`src/verilog/usrx_map.svh`:
```
// Purpose: Register indexes, field positions and reset values.
// Assumes: Byte address of a register is four times its index.
// Notes:   Definitions only.
`ifndef USRX_MAP_SVH
`define USRX_MAP_SVH

// ---------------------------------------------------------------
// Register indexes
// ---------------------------------------------------------------
`define USRX_IDX_RCV_STAT   6'h13
`define USRX_IDX_RCV_BUF    6'h14
`define USRX_IDX_TX_STAT    6'h15
`define USRX_IDX_FLAGS      6'h16
`define USRX_IDX_BAUD       6'h17
`define USRX_IDX_IRQ_EN     6'h18

// ---------------------------------------------------------------
// Field positions
// ---------------------------------------------------------------
`define USRX_B_PORT_EN      7
`define USRX_B_NINE_EN      6
`define USRX_B_SINGLE       5
`define USRX_B_CONT         4
`define USRX_B_FRAMING_ERROR         2
`define USRX_B_OVERRUN_ERROR         1
`define USRX_B_NINTH        0
`define USRX_B_CLK_MASTER   7
`define USRX_B_SYNC_MODE    4
`define USRX_B_RCV_FLAG     0
`define USRX_B_RCV_IRQ_EN   0

// ---------------------------------------------------------------
// Reset values and timing counts
// ---------------------------------------------------------------
`define USRX_RST_BYTE       8'h00
`define USRX_RST_BAUD       8'h00
`define USRX_OVS_LAST       4'hF
`define USRX_OVS_MID        4'h7
`define USRX_BITS_8         4'h8
`define USRX_BITS_9         4'h9

`endif

```
`src/verilog/usrx_pkg.sv`:
```
// Purpose: Types shared by the receiver.
// Assumes: Nothing beyond the map header.
// Notes:   States are one-hot.
`default_nettype none
package usrx_pkg;

   // ------------------------------------------------------------
   // Receiver states
   // ------------------------------------------------------------
   typedef enum logic [4:0] {
      ST_IDLE  = 5'h01,
      ST_START = 5'h02,
      ST_DATA  = 5'h04,
      ST_STOP  = 5'h08,
      ST_SYNC  = 5'h10
   } usrx_state_e;

   typedef logic [9:0] usrx_word_t;

endpackage
`default_nettype wire

```
`src/verilog/usrx_top.sv`:
```
// Purpose: Receive path of a USART, asynchronous and synchronous master.
// Assumes: Registers sit on a plain strobe port with 8-bit data.
// Notes:   The receive buffer is a two-entry FIFO of flip-flops.
`timescale 1ns/10ps
`default_nettype none
`include "usrx_map.svh"

// Behaviour
// [RULE1] Software loads divisor, selects async, enables port, then continuous.
// [RULE2] Software reads status before buffer to get ninth bit, framing.
// [RULE3] Both receive enables low, or port disabled, resets receive logic.
// [RULE4] Synchronous reception starts when single or continuous enable set.
// [RULE5] Synchronous master samples data on falling edge of own clock.
// [RULE6] Single receives one word; continuous runs on and has precedence.
// [RULE7] Last bit in moves shifter into FIFO when room exists.
// [RULE8] Receive flag set on transfer; interrupt only while enabled.
// [RULE9] Interrupt enable gates the request and never touches the flag.
// [RULE10] Receive flag read-only, clears when buffer read and FIFO empty.
// [RULE11] Buffer is two-deep FIFO; reads return stored words in order.
// [RULE12] Word completing with FIFO full sets overrun and is lost.
// [RULE13] Clearing continuous enable clears overrun; nothing else does.
// [RULE14] While overrun is set no word enters the FIFO.
// [RULE15] Ninth bit and framing error stored per word, shown for head.
// [RULE16] Buffer read advances ninth bit and framing status to next word.
// [RULE17] Software sets sync, port enable and clock master after divisor.
// [RULE18] Ninth-bit enable makes words nine bits long.
// [RULE19] Bit timing and master clock come from divisor-reloaded counter.
// [RULE20] Async detects start, shifts LSB first, low stop is framing error.
module usrx_top
   import usrx_pkg::*;
#(
   parameter int ADDR_W = 8,
   parameter int DIV_W  = 8
) (
   input  wire logic              core_clk_i,
   input  wire logic              srst_i,
   input  wire logic [ADDR_W-1:0] bus_addr_i,
   input  wire logic [7:0]        bus_wdata_i,
   input  wire logic              bus_wr_i,
   input  wire logic              bus_rd_i,
   output logic      [7:0]        bus_rdata_o,
   input  wire logic              serial_data_in_pin_i,
   output logic                   serial_clk_o,
   output logic                   serial_clk_oe_o,
   output logic                   rcv_irq_o
);

   // ------------------------------------------------------------
   // Elaboration checks
   // ------------------------------------------------------------
   if (ADDR_W < 8) begin : g_chk_addr
      $error("ADDR_W must be at least 8");
   end
   if (DIV_W != 8) begin : g_chk_div
      $error("DIV_W must be 8 to match the divisor register");
   end

   // ------------------------------------------------------------
   // Functions
   // ------------------------------------------------------------
   function automatic logic hit(input logic [ADDR_W-1:0] a,
                                input logic [5:0]        idx);
      hit = (a[ADDR_W-1:2] == (ADDR_W-2)'(idx)) && (a[1:0] == 2'h0);
   endfunction

   // Shifter fills from the top, so an 8-bit word sits one place high.
   function automatic logic [8:0] align(input logic [8:0] sh,
                                        input logic       nine);
      align = nine ? sh : {1'b0, sh[8:1]};
   endfunction

   // ------------------------------------------------------------
   // Registers
   // ------------------------------------------------------------
   logic              port_en_r;
   logic              nine_en_r;
   logic              single_r;
   logic              single_nxt;
   logic              cont_r;
   logic              overrun_error_r;
   logic              clk_master_r;
   logic              sync_mode_r;
   logic              irq_en_r;
   logic [DIV_W-1:0]  baud_r;
   logic [7:0]        rdata_r;
   logic [7:0]        rdata_nxt;

   logic              s1_r;
   logic              s2_r;
   logic              s3_r;
   logic              rx_r;

   usrx_state_e       state_r;
   usrx_state_e       state_nxt;
   logic [DIV_W-1:0]  baud_cnt_r;
   logic [3:0]        ovs_r;
   logic [3:0]        bit_cnt_r;
   logic [8:0]        shift_r;
   logic              sclk_r;

   usrx_word_t        fifo_r [2];
   logic              head_r;
   logic [1:0]        count_r;

   // ------------------------------------------------------------
   // Bus decode
   // ------------------------------------------------------------
   wire logic wr_stat  = bus_wr_i && hit(bus_addr_i, `USRX_IDX_RCV_STAT);
   wire logic wr_tx    = bus_wr_i && hit(bus_addr_i, `USRX_IDX_TX_STAT);
   wire logic wr_baud  = bus_wr_i && hit(bus_addr_i, `USRX_IDX_BAUD);
   wire logic wr_irq   = bus_wr_i && hit(bus_addr_i, `USRX_IDX_IRQ_EN);
   wire logic rd_stat  = bus_rd_i && hit(bus_addr_i, `USRX_IDX_RCV_STAT);
   wire logic rd_buf   = bus_rd_i && hit(bus_addr_i, `USRX_IDX_RCV_BUF);
   wire logic rd_tx    = bus_rd_i && hit(bus_addr_i, `USRX_IDX_TX_STAT);
   wire logic rd_flags = bus_rd_i && hit(bus_addr_i, `USRX_IDX_FLAGS);
   wire logic rd_baud  = bus_rd_i && hit(bus_addr_i, `USRX_IDX_BAUD);
   wire logic rd_irq   = bus_rd_i && hit(bus_addr_i, `USRX_IDX_IRQ_EN);

   // ------------------------------------------------------------
   // Receiver control terms
   // ------------------------------------------------------------
   wire logic       nine_bits = nine_en_r;                   // [RULE18]
   wire logic [3:0] last_bit  = nine_bits ? `USRX_BITS_9
                                          : `USRX_BITS_8;
   wire logic rx_off    = !port_en_r || (!single_r && !cont_r); // [RULE3]
   wire logic sync_run  = sync_mode_r && clk_master_r &&
                          (single_r || cont_r);               // [RULE4]
   wire logic async_run = !sync_mode_r && cont_r;
   wire logic tick      = (baud_cnt_r == '0);                 // [RULE19]
   wire logic ovs_end   = tick && (ovs_r == `USRX_OVS_LAST);
   wire logic ovs_mid   = tick && (ovs_r == `USRX_OVS_MID);
   wire logic sclk_fall = tick && sclk_r;                     // [RULE5]
   wire logic restart   = (state_r == ST_IDLE) && async_run && !rx_r;

   wire logic [3:0] bit_inc  = bit_cnt_r + 4'h1;
   wire logic       async_sh = (state_r == ST_DATA) && ovs_end;
   wire logic       sync_sh  = (state_r == ST_SYNC) && sclk_fall;
   wire logic       shift_en = async_sh || sync_sh;
   wire logic       word_end = shift_en && (bit_inc == last_bit);

   wire logic async_done = (state_r == ST_STOP) && ovs_end && !rx_off;
   wire logic sync_done  = sync_sh && (bit_inc == last_bit) && !rx_off;
   wire logic done       = async_done || sync_done;

   wire logic [8:0] word_bits = align(async_done ? shift_r
                                                 : {rx_r, shift_r[8:1]},
                                      nine_bits);
   wire logic       word_framing_error = async_done && !rx_r;           // [RULE20]
   wire usrx_word_t word_in   = {word_framing_error, word_bits};        // [RULE15]

   // ------------------------------------------------------------
   // FIFO control
   // ------------------------------------------------------------
   wire logic full     = (count_r == 2'h2);
   wire logic pop      = rd_buf && (count_r != 2'h0);          // [RULE11]
   wire logic push     = done && !overrun_error_r && !full;       // [RULE7] [RULE14]
   wire logic ovr_set  = done && !overrun_error_r && full;              // [RULE12]
   wire logic cont_clr = wr_stat && !bus_wdata_i[`USRX_B_CONT];
   wire logic wr_idx   = head_r ^ count_r[0];
   wire logic rcv_flag = (count_r != 2'h0);                    // [RULE10]
   // An empty FIFO shows zero status rather than unreset storage.
   wire usrx_word_t head_word = rcv_flag ? fifo_r[head_r] : '0; // [RULE16]

   // ------------------------------------------------------------
   // Next-state logic
   // ------------------------------------------------------------
   always_comb begin
      state_nxt = state_r;
      if (rx_off) begin
         state_nxt = ST_IDLE;                                  // [RULE3]
      end else begin
         case (state_r)
            ST_IDLE: begin
               if (sync_run) begin
                  state_nxt = ST_SYNC;
               end else if (restart) begin
                  state_nxt = ST_START;
               end
            end
            ST_START: begin
               if (ovs_mid) begin
                  state_nxt = rx_r ? ST_IDLE : ST_DATA;        // [RULE20]
               end
            end
            ST_DATA: begin
               if (word_end) begin
                  state_nxt = ST_STOP;
               end
            end
            ST_STOP: begin
               if (ovs_end) begin
                  state_nxt = ST_IDLE;
               end
            end
            ST_SYNC: begin
               if (sync_done && !cont_r) begin
                  state_nxt = ST_IDLE;                         // [RULE6]
               end
            end
            default: begin
               state_nxt = ST_IDLE;
            end
         endcase
      end
   end

   // Single enable drops itself after one word unless continuous runs.
   always_comb begin
      single_nxt = single_r;
      if (wr_stat) begin
         single_nxt = bus_wdata_i[`USRX_B_SINGLE];
      end else if (sync_done && !cont_r) begin
         single_nxt = 1'b0;                                    // [RULE6]
      end
   end

   always_comb begin
      rdata_nxt = 8'h00;
      if (rd_stat) begin
         rdata_nxt[`USRX_B_PORT_EN] = port_en_r;
         rdata_nxt[`USRX_B_NINE_EN] = nine_en_r;
         rdata_nxt[`USRX_B_SINGLE]  = single_r;
         rdata_nxt[`USRX_B_CONT]    = cont_r;
         rdata_nxt[`USRX_B_FRAMING_ERROR]    = head_word[9];            // [RULE15]
         rdata_nxt[`USRX_B_OVERRUN_ERROR]    = overrun_error_r;
         rdata_nxt[`USRX_B_NINTH]   = head_word[8];
      end else if (rd_buf) begin
         rdata_nxt = head_word[7:0];
      end else if (rd_tx) begin
         rdata_nxt[`USRX_B_CLK_MASTER] = clk_master_r;
         rdata_nxt[`USRX_B_SYNC_MODE]  = sync_mode_r;
      end else if (rd_flags) begin
         rdata_nxt[`USRX_B_RCV_FLAG] = rcv_flag;               // [RULE10]
      end else if (rd_baud) begin
         rdata_nxt = baud_r;
      end else if (rd_irq) begin
         rdata_nxt[`USRX_B_RCV_IRQ_EN] = irq_en_r;
      end
   end

   // ------------------------------------------------------------
   // Pin synchroniser
   // ------------------------------------------------------------
   // A level counts only once the second and third stages agree.
   always_ff @(posedge core_clk_i) begin
      if (srst_i) begin
         s1_r <= 1'b1;
         s2_r <= 1'b1;
         s3_r <= 1'b1;
         rx_r <= 1'b1;
      end else begin
         s1_r <= serial_data_in_pin_i;
         s2_r <= s1_r;
         s3_r <= s2_r;
         rx_r <= (s2_r == s3_r) ? s3_r : rx_r;
      end
   end

   // ------------------------------------------------------------
   // Control registers
   // ------------------------------------------------------------
   always_ff @(posedge core_clk_i) begin
      if (srst_i) begin
         port_en_r    <= 1'b0;
         nine_en_r    <= 1'b0;
         single_r     <= 1'b0;
         cont_r       <= 1'b0;
         clk_master_r <= 1'b0;
         sync_mode_r  <= 1'b0;
         irq_en_r     <= 1'b0;
         baud_r       <= `USRX_RST_BAUD;
         rdata_r      <= `USRX_RST_BYTE;
      end else begin
         single_r <= single_nxt;
         rdata_r  <= rdata_nxt;
         if (wr_stat) begin
            port_en_r <= bus_wdata_i[`USRX_B_PORT_EN];
            nine_en_r <= bus_wdata_i[`USRX_B_NINE_EN];
            cont_r    <= bus_wdata_i[`USRX_B_CONT];
         end
         if (wr_tx) begin
            clk_master_r <= bus_wdata_i[`USRX_B_CLK_MASTER];
            sync_mode_r  <= bus_wdata_i[`USRX_B_SYNC_MODE];
         end
         if (wr_baud) begin
            baud_r <= bus_wdata_i;
         end
         if (wr_irq) begin
            irq_en_r <= bus_wdata_i[`USRX_B_RCV_IRQ_EN];       // [RULE9]
         end
      end
   end

   // Overrun: a new overrun in the clearing cycle still wins.
   always_ff @(posedge core_clk_i) begin
      if (srst_i) begin
         overrun_error_r <= 1'b0;
      end else if (ovr_set) begin
         overrun_error_r <= 1'b1;                                       // [RULE12]
      end else if (cont_clr) begin
         overrun_error_r <= 1'b0;                                       // [RULE13]
      end
   end

   // ------------------------------------------------------------
   // Bit timing and shifter
   // ------------------------------------------------------------
   always_ff @(posedge core_clk_i) begin
      if (srst_i) begin
         state_r    <= ST_IDLE;
         baud_cnt_r <= '0;
         ovs_r      <= 4'h0;
         bit_cnt_r  <= 4'h0;
         shift_r    <= 9'h000;
         sclk_r     <= 1'b0;
      end else begin
         state_r <= state_nxt;
         if (rx_off || restart || (state_r == ST_IDLE)) begin
            baud_cnt_r <= baud_r;                              // [RULE19]
            ovs_r      <= 4'h0;
            bit_cnt_r  <= 4'h0;
            sclk_r     <= 1'b0;
         end else begin
            baud_cnt_r <= tick ? baud_r : baud_cnt_r - 1'b1;
            if (tick) begin
               ovs_r <= ovs_mid && (state_r == ST_START) ? 4'h0
                                                         : ovs_r + 4'h1;
            end
            if (state_r == ST_SYNC && tick) begin
               sclk_r <= !sclk_r;                              // [RULE19]
            end
            if (shift_en) begin
               shift_r   <= {rx_r, shift_r[8:1]};  // [RULE20] [RULE5]
               bit_cnt_r <= word_end ? 4'h0 : bit_inc;
            end
         end
      end
   end

   // ------------------------------------------------------------
   // Receive FIFO
   // ------------------------------------------------------------
   // No reset on the storage: entries are only read once counted.
   always_ff @(posedge core_clk_i) begin
      if (push) begin
         fifo_r[wr_idx] <= word_in;                            // [RULE11]
      end
   end

   always_ff @(posedge core_clk_i) begin
      if (srst_i) begin
         head_r  <= 1'b0;
         count_r <= 2'h0;
      end else begin
         if (pop) begin
            head_r <= !head_r;                                 // [RULE16]
         end
         count_r <= count_r + {1'b0, push} - {1'b0, pop};      // [RULE8]
      end
   end

   // ------------------------------------------------------------
   // Outputs
   // ------------------------------------------------------------
   assign bus_rdata_o     = rdata_r;
   assign serial_clk_o    = sclk_r;
   assign serial_clk_oe_o = port_en_r && sync_mode_r && clk_master_r;
   assign rcv_irq_o       = rcv_flag && irq_en_r;        // [RULE8] [RULE9]

endmodule
`default_nettype wire
```
`config.mk`:
```
export PLATFORM = sky130hd
export DESIGN_NAME = usrx_top
export DESIGN_NICKNAME = d
export VERILOG_FILES = /design/src/verilog/usrx_pkg.sv /design/src/verilog/usrx_top.sv
export VERILOG_INCLUDE_DIRS = /design/src /design/src/verilog
export SDC_FILE = /design/constraint.sdc
export NUM_CORES = 1
export LEC_CHECK = 0
export BUFFER_PORTS_ARGS = -buffer_cell sky130_fd_sc_hd__buf_2
export CAP_MARGIN = 5
export CORE_MARGIN = 8
export CORE_UTILIZATION = 35
export CTS_BUF_LIST = sky130_fd_sc_hd__clkbuf_8
export CTS_CLUSTER_DIAMETER = 60
export DETAILED_ROUTE_END_ITERATION = 12
export PLACE_DENSITY_LB_ADDON = 0.08
export SLEW_MARGIN = 20
export SYNTH_ARGS = -nofsm -noshare
export SYNTH_HDL_FRONTEND = slang
export SYNTH_SLANG_ARGS = --single-unit
```
`constraint.sdc`:
```
create_clock -name core_clk_i -period 4.4 [get_ports core_clk_i]
set_input_delay 0.22 -clock core_clk_i [delete_from_list [all_inputs] [get_ports core_clk_i]]
set_output_delay 0.22 -clock core_clk_i [all_outputs]
set_load 0.02 [all_outputs]
```
Yosys cells after proc, flatten, opt, wreduce, memory -nomap -nowiden
Memory sizes are Yosys's and may differ from the RTL's. A register that Yosys moved wholly into a read port is not among the register bits.
Cells that the tools add are included.
- register bits: 62
- memory bits (writable): 20
- input bits: 21
- output and inout port bits: 11
- memories kept: 1
- memories (memory ; depth ; width ; read ports ; clocked after Yosys merged registers in ; wr ports ; line ; source):
    fifo_r ; 2 ; 10 ; 1 ; 1 ; 1 ; usrx_top.sv:101 ; usrx_word_t fifo_r [2];
- add/sub/neg operators: 5
- equality and inequality tests: 21
- muxes and demuxes: 36
- bitwise gates (word level): 2
- reduce and logical (&&, ||, !) cells: 71
- operators with widths (operator ; count):
    $logic_and 1x1->1 ; 44
    $eq 6x5->1 const B ; 6
    $mux 5 ; 6
    $pmux 5 s5 ; 1
    $mux 8 ; 3
    $mux 9 ; 2
    $mux 4 ; 4
    $mux 1 ; 14
    $mux 7 ; 2
    $logic_not 1->1 ; 11
    $mux 10 ; 1
    $add 4x1->4 const B ; 2
    $logic_not 8->1 ; 1
    $ne 2x2->1 const B ; 4
    $sub 8x1->8 const B ; 1
    $logic_or 1x1->1 ; 6
    $mux 3 ; 2
    $reduce_bool 2->1 ; 3
    $reduce_or 2->1 ; 3
    $eq 5x1->1 const B ; 1
    $eq 5x2->1 const B ; 1
    $eq 5x3->1 const B ; 1
    $eq 5x4->1 const B ; 1
    $eq 5x5->1 const B ; 1
    14 further kinds ; 14

Longest topological paths before layout
Gate-level depths: netlist (run 1).
- word-level depth: 10
- depth in mapped cells: 13
- mapped depth without buffers: 13

Least setup slack after synthesis (run 1)
OpenSTA, ideal clock, no wires.
- kind: flip-flop to flip-flop
- from: register baud_cnt_r[0]
- to: register count_r[1]
- library setup time: 0.128 ns
- arrival: 2.505 ns
- required time: 4.272 ns
- slack: 1.767 ns
- cell stages (with the launch flop): 14
- buffers on the path: 0
- clock period less this slack: 2.633 ns
- cell sequence: dfxtp_1 inv_1 ha_1 nor3b_2 nand4_4 or4_4 o31ai_2 nand2_1 ha_1 inv_1 ha_1 xor2_1 xnor2_1 nor2_1
- longest elaborated chain between the ends: 10
- ends and longest elaborated chain (element ; line ; source):
    from (decl) ; usrx_top.sv:95 ; logic [DIV_W-1:0] baud_cnt_r;
    from (signal assigned) ; usrx_top.sv:319 ; baud_cnt_r <= baud_r;
    from (signal assigned) ; usrx_top.sv:324 ; baud_cnt_r <= tick ? baud_r : baud_cnt_r - 1'b1;
    $logic_not 8->1 (*) ; usrx_top.sv:129 ; wire logic tick = (baud_cnt_r == '0);
    $logic_and 1x1->1 ; usrx_top.sv:132 ; wire logic sclk_fall = tick && sclk_r;
    $logic_and 1x1->1 ; usrx_top.sv:137 ; wire logic sync_sh = (state_r == ST_SYNC) && sclk_fall;
    $logic_and 1x1->1 (2 in a row) ; usrx_top.sv:142 ; wire logic sync_done = sync_sh && (bit_inc == last_bit) && !rx_off;
    $logic_or 1x1->1 (*) ; usrx_top.sv:143 ; wire logic done = async_done || sync_done;
    $logic_and 1x1->1 (*) (2 in a row) ; usrx_top.sv:156 ; wire logic push = done && !overrun_error_r && !full;
    $add 2x1->2 (*) ; usrx_top.sv:358 ; count_r <= count_r + {1'b0, push} - {1'b0, pop};
    $sub 2x1->2 (*) ; usrx_top.sv:358 ;
    to (signal assigned) ; usrx_top.sv:358 ;
    to (decl) ; usrx_top.sv:103 ; logic [1:0] count_r;
Every way passes the cells marked *; elsewhere a longest branch is shown, timed or not.
A chain may end at the register's enable or synchronous reset.

Worst setup path after layout (run 1)
- from: register baud_cnt_r[3]
- to: memory fifo_r[1][4] (netlist bit) (enable)
- longest elaborated chain between the ends: 10
- ends and longest elaborated chain (element ; line ; source):
    $logic_not 8->1 (*) ; usrx_top.sv:129 ;
    $logic_and 1x1->1 ; usrx_top.sv:132 ;
    $logic_and 1x1->1 ; usrx_top.sv:137 ;
    $logic_and 1x1->1 (2 in a row) ; usrx_top.sv:142 ;
    $logic_or 1x1->1 (*) ; usrx_top.sv:143 ;
    $logic_and 1x1->1 (*) (2 in a row) ; usrx_top.sv:156 ;
    $mux 1 (*) ; usrx_top.sv:345 ; if (push) begin
    $mux 1 (not written as such) (*) ; usrx_top.sv:346 ; fifo_r[wr_idx] <= word_in;
    to (decl) ; usrx_top.sv:101 ;
Marks and branches as above.

==> run metrics, run 1 <==
outcome finished clean; number of endpoints with negative hold slack in the final report 0; cell area after placement 4128 sq um; maximum level of the CTS H-tree 3; number of buffers created by CTS 9; Power Density 310.6 nW/um^2; max-slew violations 0; routed wire length 9027 microns; Yosys warnings 0; total of endpoints with negative setup slack in the final report 0; RePlAce Congestion 0.7718; cells resized by post-CTS repair 0; Worst Path Max Fanout 12; Rows 38; unrepaired setup endpoints after global routing false; cells taking the most area after synthesis sky130_fd_sc_hd__dfxtp_1, sky130_fd_sc_hd__edfxtp_1, sky130_fd_sc_hd__mux2i_1; Met2 Routed Length 3921 microns; count of state elements after synthesis 83; normalized max-slew margin 41.91%; most frequently used flop master after synthesis sky130_fd_sc_hd__dfxtp_1; CTS root buf sky130_fd_sc_hd__clkbuf_8; nets@finish 436; die height 121.2 microns; hold bufs inserted after CTS 0; antenna violations before repair 0; total gr overflow 0; transition time of the tightest slew-check pin 0.8681 ns; fin util 39.79%; total number of clock tree sinks 83; via count of the first global-routing pass 2714; count of input and output buffers 31; routed wirelength normalized by instance count 16.29 microns; Chip Width 121.2 microns; worst endpoint data arrival time 3.04 ns; number of buffers added for setup after CTS 0; Synth Instances 385; net count of the mapped netlist 412; required time of the critical path 4.39 ns; first-pass GRT wire length 14660 microns; Buf+Inv Stages, Crit Path 0; top cell types by occurrence after synthesis sky130_fd_sc_hd__dfxtp_1, sky130_fd_sc_hd__nor2_1, sky130_fd_sc_hd__mux2i_1, sky130_fd_sc_hd__nand2_1, sky130_fd_sc_hd__edfxtp_1; syn avg cell area 10.06 sq um; Iter 0 DRT Violations 140; final critical-path share of the clock period 69.22%; worst-path cell with the longest stage delay sky130_fd_sc_hd__or4_4; sort of element at the start of the critical path register; fraction of synthesis flops using an asynchronous set or reset pin 0%; sum of routed wire segments on met1 4595 microns; library cell with the largest summed area after synthesis sky130_fd_sc_hd__dfxtp_1; delay-heaviest family, CP simple AND/OR/NAND/NOR gates; top layer reached by signal wires met4; Global Route Usage Sum 12.87%; met3 routed wirelength 392 microns; maximum resistive drop on vdd 0.0001167 V; drt via density 4.993; Worst-path clk slew 0.08 ns; Max Freq 328.3 MHz; drt first pass iters 4; area grow syn2layout 11.34%; area of the core 10840 sq um; starting utilization of the core area 35.73%; clock buffer depth 2; portion of the post-synthesis area used by sequential elements 48.06%; via count 2766; final worst clock skew 0.007568 ns; Boundary Pins 32; post-route cell area 4313 sq um; minimum setup slack after placement 1.271 ns; Static Leak 1.795 nW; number of remaining DRC errors 0; Antenna Diode Count 0; clock network latency to the later pin of the worst-skew pair 0.36 ns; total die area 14690 sq um; synthesized area 3874 sq um; element type at the critical path end register; sum of net half-perimeters after detailed placement 6497 microns; shortest clock period the worst path allows after layout 3.046 ns; largest incremental delay on the critical path 0.69 ns; Post-synth EDFFs 20; number of antenna-violating nets in the routed design 0; critical path type reg2reg; Max-cap violations 0; fraction of layout cells with a size suffix above 1 16.67%; type of the most critical hold path in2reg; pin count of the biggest net entering global routing 52; fraction of synthesized cell area taken by the top area cell type 32.56%; ordered cell list for the critical path nor4_4, nand4_4, or4_4, o31ai_2, nand2_1, nor2_1; TritonCTS clock tree yes; worst-case setup margin in the final layout 1.354 ns; sum of negative setup slack 0 ns; count of different cell masters after synthesis 56
==> logic make-up (layout without fill, tap and decap cells) <==
kind of cell	count (synthesis)	after routing	share of synthesized area [%]
adders and majority gates	6	6	1.938
buffers and inverters	24	53	2.649
AOI/OAI and AO/OA	53	53	9.786
xor gates and xnor gates	20	20	4.522
and+or+nand+nor	150	150	20.06
muxes	49	49	12.98
DFF	83	83	48.06
==> worst paths after layout <==
check / cells after the start / endpoint / slack [ns] / from
setup reg to reg: 6 / fifo_r[1][4]$_DFFE_PP_ / 1.35 / baud_cnt_r[3]$_SDFF_PP0_
setup / recovery: 6 / fifo_r[1][4]$_DFFE_PP_ / 1.35 / baud_cnt_r[3]$_SDFF_PP0_
hold reg to reg: 1 / s2_r$_SDFF_PP1_ / 0.42 / s1_r$_SDFF_PP1_
hold / removal: 2 / s1_r$_SDFF_PP1_ / 0.04 / serial_data_in_pin_i
==> state kept, by name, indices dropped and copies added (netlist names), 2 cells and up, named ones only <==
register	count
state_r	5
fifo_r	20
shift_r	9
baud_cnt_r	8
bus_rdata_o	8
count_r	2
ovs_r	4
baud_r	8
bit_cnt_r	4
==> placed cells by master, fill, tap and decap left out, types with 10 or more instances in the layout <==
master,count
sky130_fd_sc_hd__a21oi_1,13
sky130_fd_sc_hd__buf_2,31
sky130_fd_sc_hd__dfxtp_1,63
sky130_fd_sc_hd__edfxtp_1,20
sky130_fd_sc_hd__mux2_2,10
sky130_fd_sc_hd__mux2i_1,39
sky130_fd_sc_hd__nand2_1,23
sky130_fd_sc_hd__nor2_1,63
sky130_fd_sc_hd__xor2_1,11
==> metal layers <==
layer	vias to the layer above	track usage, %
li1	1421	-
met1	1287	17.23
met2	50	19.34
met3	8	2.513
met4	0	6.476
met5	-	0
==> power by group <==
group	internal, mW	switching (mW)	leakage (nW)
combinational	0.0105	0.0167	1.02
clock	0.255	0.279	0.0914
sequential	0.777	0.000841	0.687
total	1.04	0.297	1.79
==> final cells by class <==
class	count	area (sq um)
timing repair buffer	32	162.7
clock buffer	9	123.9
fill	1108	6528
sequential	83	1862
inverter	5	18.77
clock inverter	7	61.31
tap	140	175.2
multi-input combinational	278	1909
==> per-stage QoR <==
step / power (mW) / hold slack [ns] / instances
final: 1.339 / 0.04350 / 554
after global routing: 1.390 / 0.03070 / 554
after CTS: 1.356 / 0.01929 / 554
after detailed placement: 0.8234 / 0.3989 / 538
after global placement: 0.8234 / 0.3963 / 538
after floorplan: 0.8075 / 0.3238 / 385
Note: power is estimated with default switching activity, not from simulation.
==> run 2, diff against run 1 <==
- clock period: 4.4 -> 3 ns (I/O delays scaled with it)
==> run 2 against run 1 <==
Worst hold slack got worse by 0.022 ns. Global-route usage shrank 0.054 points. Routed wire length fell by 2.1%. Fmax up 11%. Flip-flop and latch count is the same. Critical path depth increased by 7. Final cell count rose by 1.4%. Critical path type unchanged. Sequential share of layout area decreased by 0.62 points. Clock-buffer cell count is 1 higher.
==> run metrics, run 2 (synthesis results as in run 1) <==
Rows 38 (unchanged); Global Route Usage Sum 12.82% (was 12.87%); outcome finished clean (unchanged); number of flip-flops under the largest register name 20 (unchanged); internal power summed over all cells 1.479 mW (was 1.042 mW); die height 121.2 microns (unchanged); switching power summed over all nets 0.4350 mW (was 0.2970 mW); total gr overflow 0 (unchanged); area occupied by registers 1862 sq um (unchanged); total die area 14690 sq um (unchanged); startpoint of the lowest-slack register-to-register path baud_cnt_r[0]$_SDFF_PP0_ (was baud_cnt_r[3]$_SDFF_PP0_); via count of the first global-routing pass 2813 (was 2714); fraction of layout cells with a size suffix above 1 18.48% (was 16.67%); starting utilization of the core area 35.73% (unchanged); Worst-path clk slew 0.09 ns (was 0.08 ns); worst-path cell with the longest stage delay sky130_fd_sc_hd__or4_4 (unchanged); Hold Startpoint bus_wdata_i[1] (was serial_data_in_pin_i); element type at the critical path end register (unchanged); number of antenna-violating nets in the routed design 0 (unchanged); clock network latency to the later pin of the worst-skew pair 0.36 ns (about the same); number of buffers created by CTS 9 (unchanged); sum of net half-perimeters after detailed placement 6537 microns (was 6497 microns); routed wire length 8838 microns (was 9027 microns); Boundary Pins 32 (unchanged); Largest regs fifo_r: 20 flops, shift_r: 9 flops (unchanged); Worst Path Max Fanout 4 (was 12); Layout fillers 1076 (was 1108); delay-heaviest family, CP simple AND/OR/NAND/NOR gates (unchanged); Power Density 437.4 nW/um^2 (was 310.6 nW/um^2); post-layout power 1.914 mW (was 1.339 mW); number of endpoints with negative hold slack in the final report 0 (unchanged); required time of the critical path 3.24 ns (was 4.39 ns); via count 2829 (was 2766); total of endpoints with negative setup slack in the final report 0 (unchanged); part of the power in the clock network 38.2% (was 39.9%); sort of element at the start of the critical path register (unchanged); antenna violations before repair 0 (unchanged); sum of negative setup slack 0 ns (unchanged); maximum resistive drop on vdd 0.0001796 V (was 0.0001167 V); critical path type reg2reg (unchanged); Chip Width 121.2 microns (unchanged); area grow syn2layout 12.95% (was 11.34%); final worst clock skew 0.01507 ns (was 0.007568 ns); switching part of the total power 22.73% (was 22.18%); worst setup path startpoint baud_cnt_r[0]$_SDFF_PP0_ (was baud_cnt_r[3]$_SDFF_PP0_); worst endpoint data arrival time 3.00 ns (was 3.04 ns); number of remaining DRC errors 0 (unchanged); fraction of power consumed by sequential logic 59.6% (was 58.1%); Iter 0 DRT Violations 139 (was 140); transition time of the tightest slew-check pin 0.6833 ns (was 0.8681 ns); routed wirelength normalized by instance count 15.73 microns (was 16.29 microns); power share of the combinational group 2.2% (was 2.0%); drt via density 5.034 (was 4.993); drt first pass iters 4 (unchanged); largest incremental delay on the critical path 0.57 ns (was 0.69 ns); combined area of the multi-input logic cells 1916 sq um (was 1909 sq um); Antenna Diode Count 0 (unchanged); type of the most critical hold path in2reg (unchanged); Static Leak 1.837 nW (was 1.795 nW); Max Freq 363.0 MHz (was 328.3 MHz); most prevalent standard cell on the critical path sky130_fd_sc_hd__ha_1; first-pass GRT wire length 14760 microns (was 14660 microns); maximum level of the CTS H-tree 3 (unchanged); unrepaired setup endpoints after global routing false (unchanged); Buf+Inv Stages, Crit Path 2 (was 0); shortest clock period the worst path allows after layout 2.755 ns (was 3.046 ns); pin count of the biggest net entering global routing 29 (was 52); nets@finish 444 (was 436); normalized max-slew margin 54.02% (was 41.91%); clock buffer depth 2 (unchanged); area of the core 10840 sq um (unchanged); RePlAce Congestion 0.7963 (was 0.7718); max-slew violations 0 (unchanged); final critical-path share of the clock period 91.84% (was 69.22%); CTS root buf sky130_fd_sc_hd__clkbuf_8 (unchanged); Max-cap violations 0 (unchanged); register with the most flip-flops fifo_r (unchanged); ordered cell list for the critical path inv_1, ha_1, nor3b_4, nand4_4, or4_4, o31ai_2, nand2_1, ha_1, inv_1, ha_1, xor2_1, xnor2_1, nor2_1 (was nor4_4, nand4_4, or4_4, o31ai_2, nand2_1, nor2_1); total number of clock tree sinks 83 (unchanged); TritonCTS clock tree yes (unchanged); top library cells by usage in the layout, fill and taps aside sky130_fd_sc_hd__nor2_1, sky130_fd_sc_hd__dfxtp_1, sky130_fd_sc_hd__mux2i_1 (unchanged); count of input and output buffers 31 (unchanged)
==> run 2: worst paths after layout <==
kind                                 end  slack [ns]  depth (start not counted)
hold / removal    baud_r[1]$_SDFFE_PP0P_        0.02                          3
hold reg to reg          s2_r$_SDFF_PP1_        0.42                          1
setup reg to reg   count_r[1]$_SDFF_PP0_        0.24                         13
setup / recovery   count_r[1]$_SDFF_PP0_        0.24                         13
==> run 2: timing repair <==
item | CTS | global route
endpoints found under the setup margin | 0 | 1
setup buffers | 0 | 0
resized for setup | 0 | 1
hold buffers | 1 | 0
hold endpoints to repair | 1 | 0
==> run 2: per-stage QoR <==
step	hold WS, ns	worst slack [ns]	instance area, sq um	util (%)	std cells
floorplan	0.2538	0.3669	3874	-	385
global placement	0.3351	0.2623	4180	38.56	545
detailed placement	0.3350	0.1774	4180	38.56	545
CTS	0.006678	0.1640	4369	40.30	562
global route	0.006961	0.01043	4375	40.36	562
finish	0.02139	0.2449	4375	40.36	562
==> run 2: tightest hold or removal path: stages <==
cell and delay (ns):
sky130_fd_sc_hd__buf_2 0.08, sky130_fd_sc_hd__mux2i_1 0.05, sky130_fd_sc_hd__nor2_1 0.07
==> run 2: routing by layer <==
metal	global-route usage [%]	wire length, microns	vias up
met3	2.699	401	13
met4	5.551	150	0
met2	19.03	3887	50
met5	0	0	-
li1	-	-	1435
met1	17.56	4398	1331
==> run 2: layout make-up <==
type                            instances  share of cell area (%)
Multi-Input combinational cell        278                   43.78
Clock inverter                          6                  0.9437
Sequential cell                        83                   42.55
Timing Repair Buffer                   40                   5.147
Tap cell                              140                   4.003
Clock buffer                           10                   3.146
Inverter                                5                  0.4289
==> run 2: power groups by stage <==
stage / combinational [mW] / sequential, mW / clock [mW]
5_1_grt: 0.0468 / 1.14 / 0.807
4_1_cts: 0.0427 / 1.14 / 0.764
6_report: 0.0419 / 1.14 / 0.731
2_1_floorplan: 0.0179 / 1.17 / 0
3_5_place_dp: 0.0414 / 1.17 / 0
3_3_place_gp: 0.0410 / 1.17 / 0
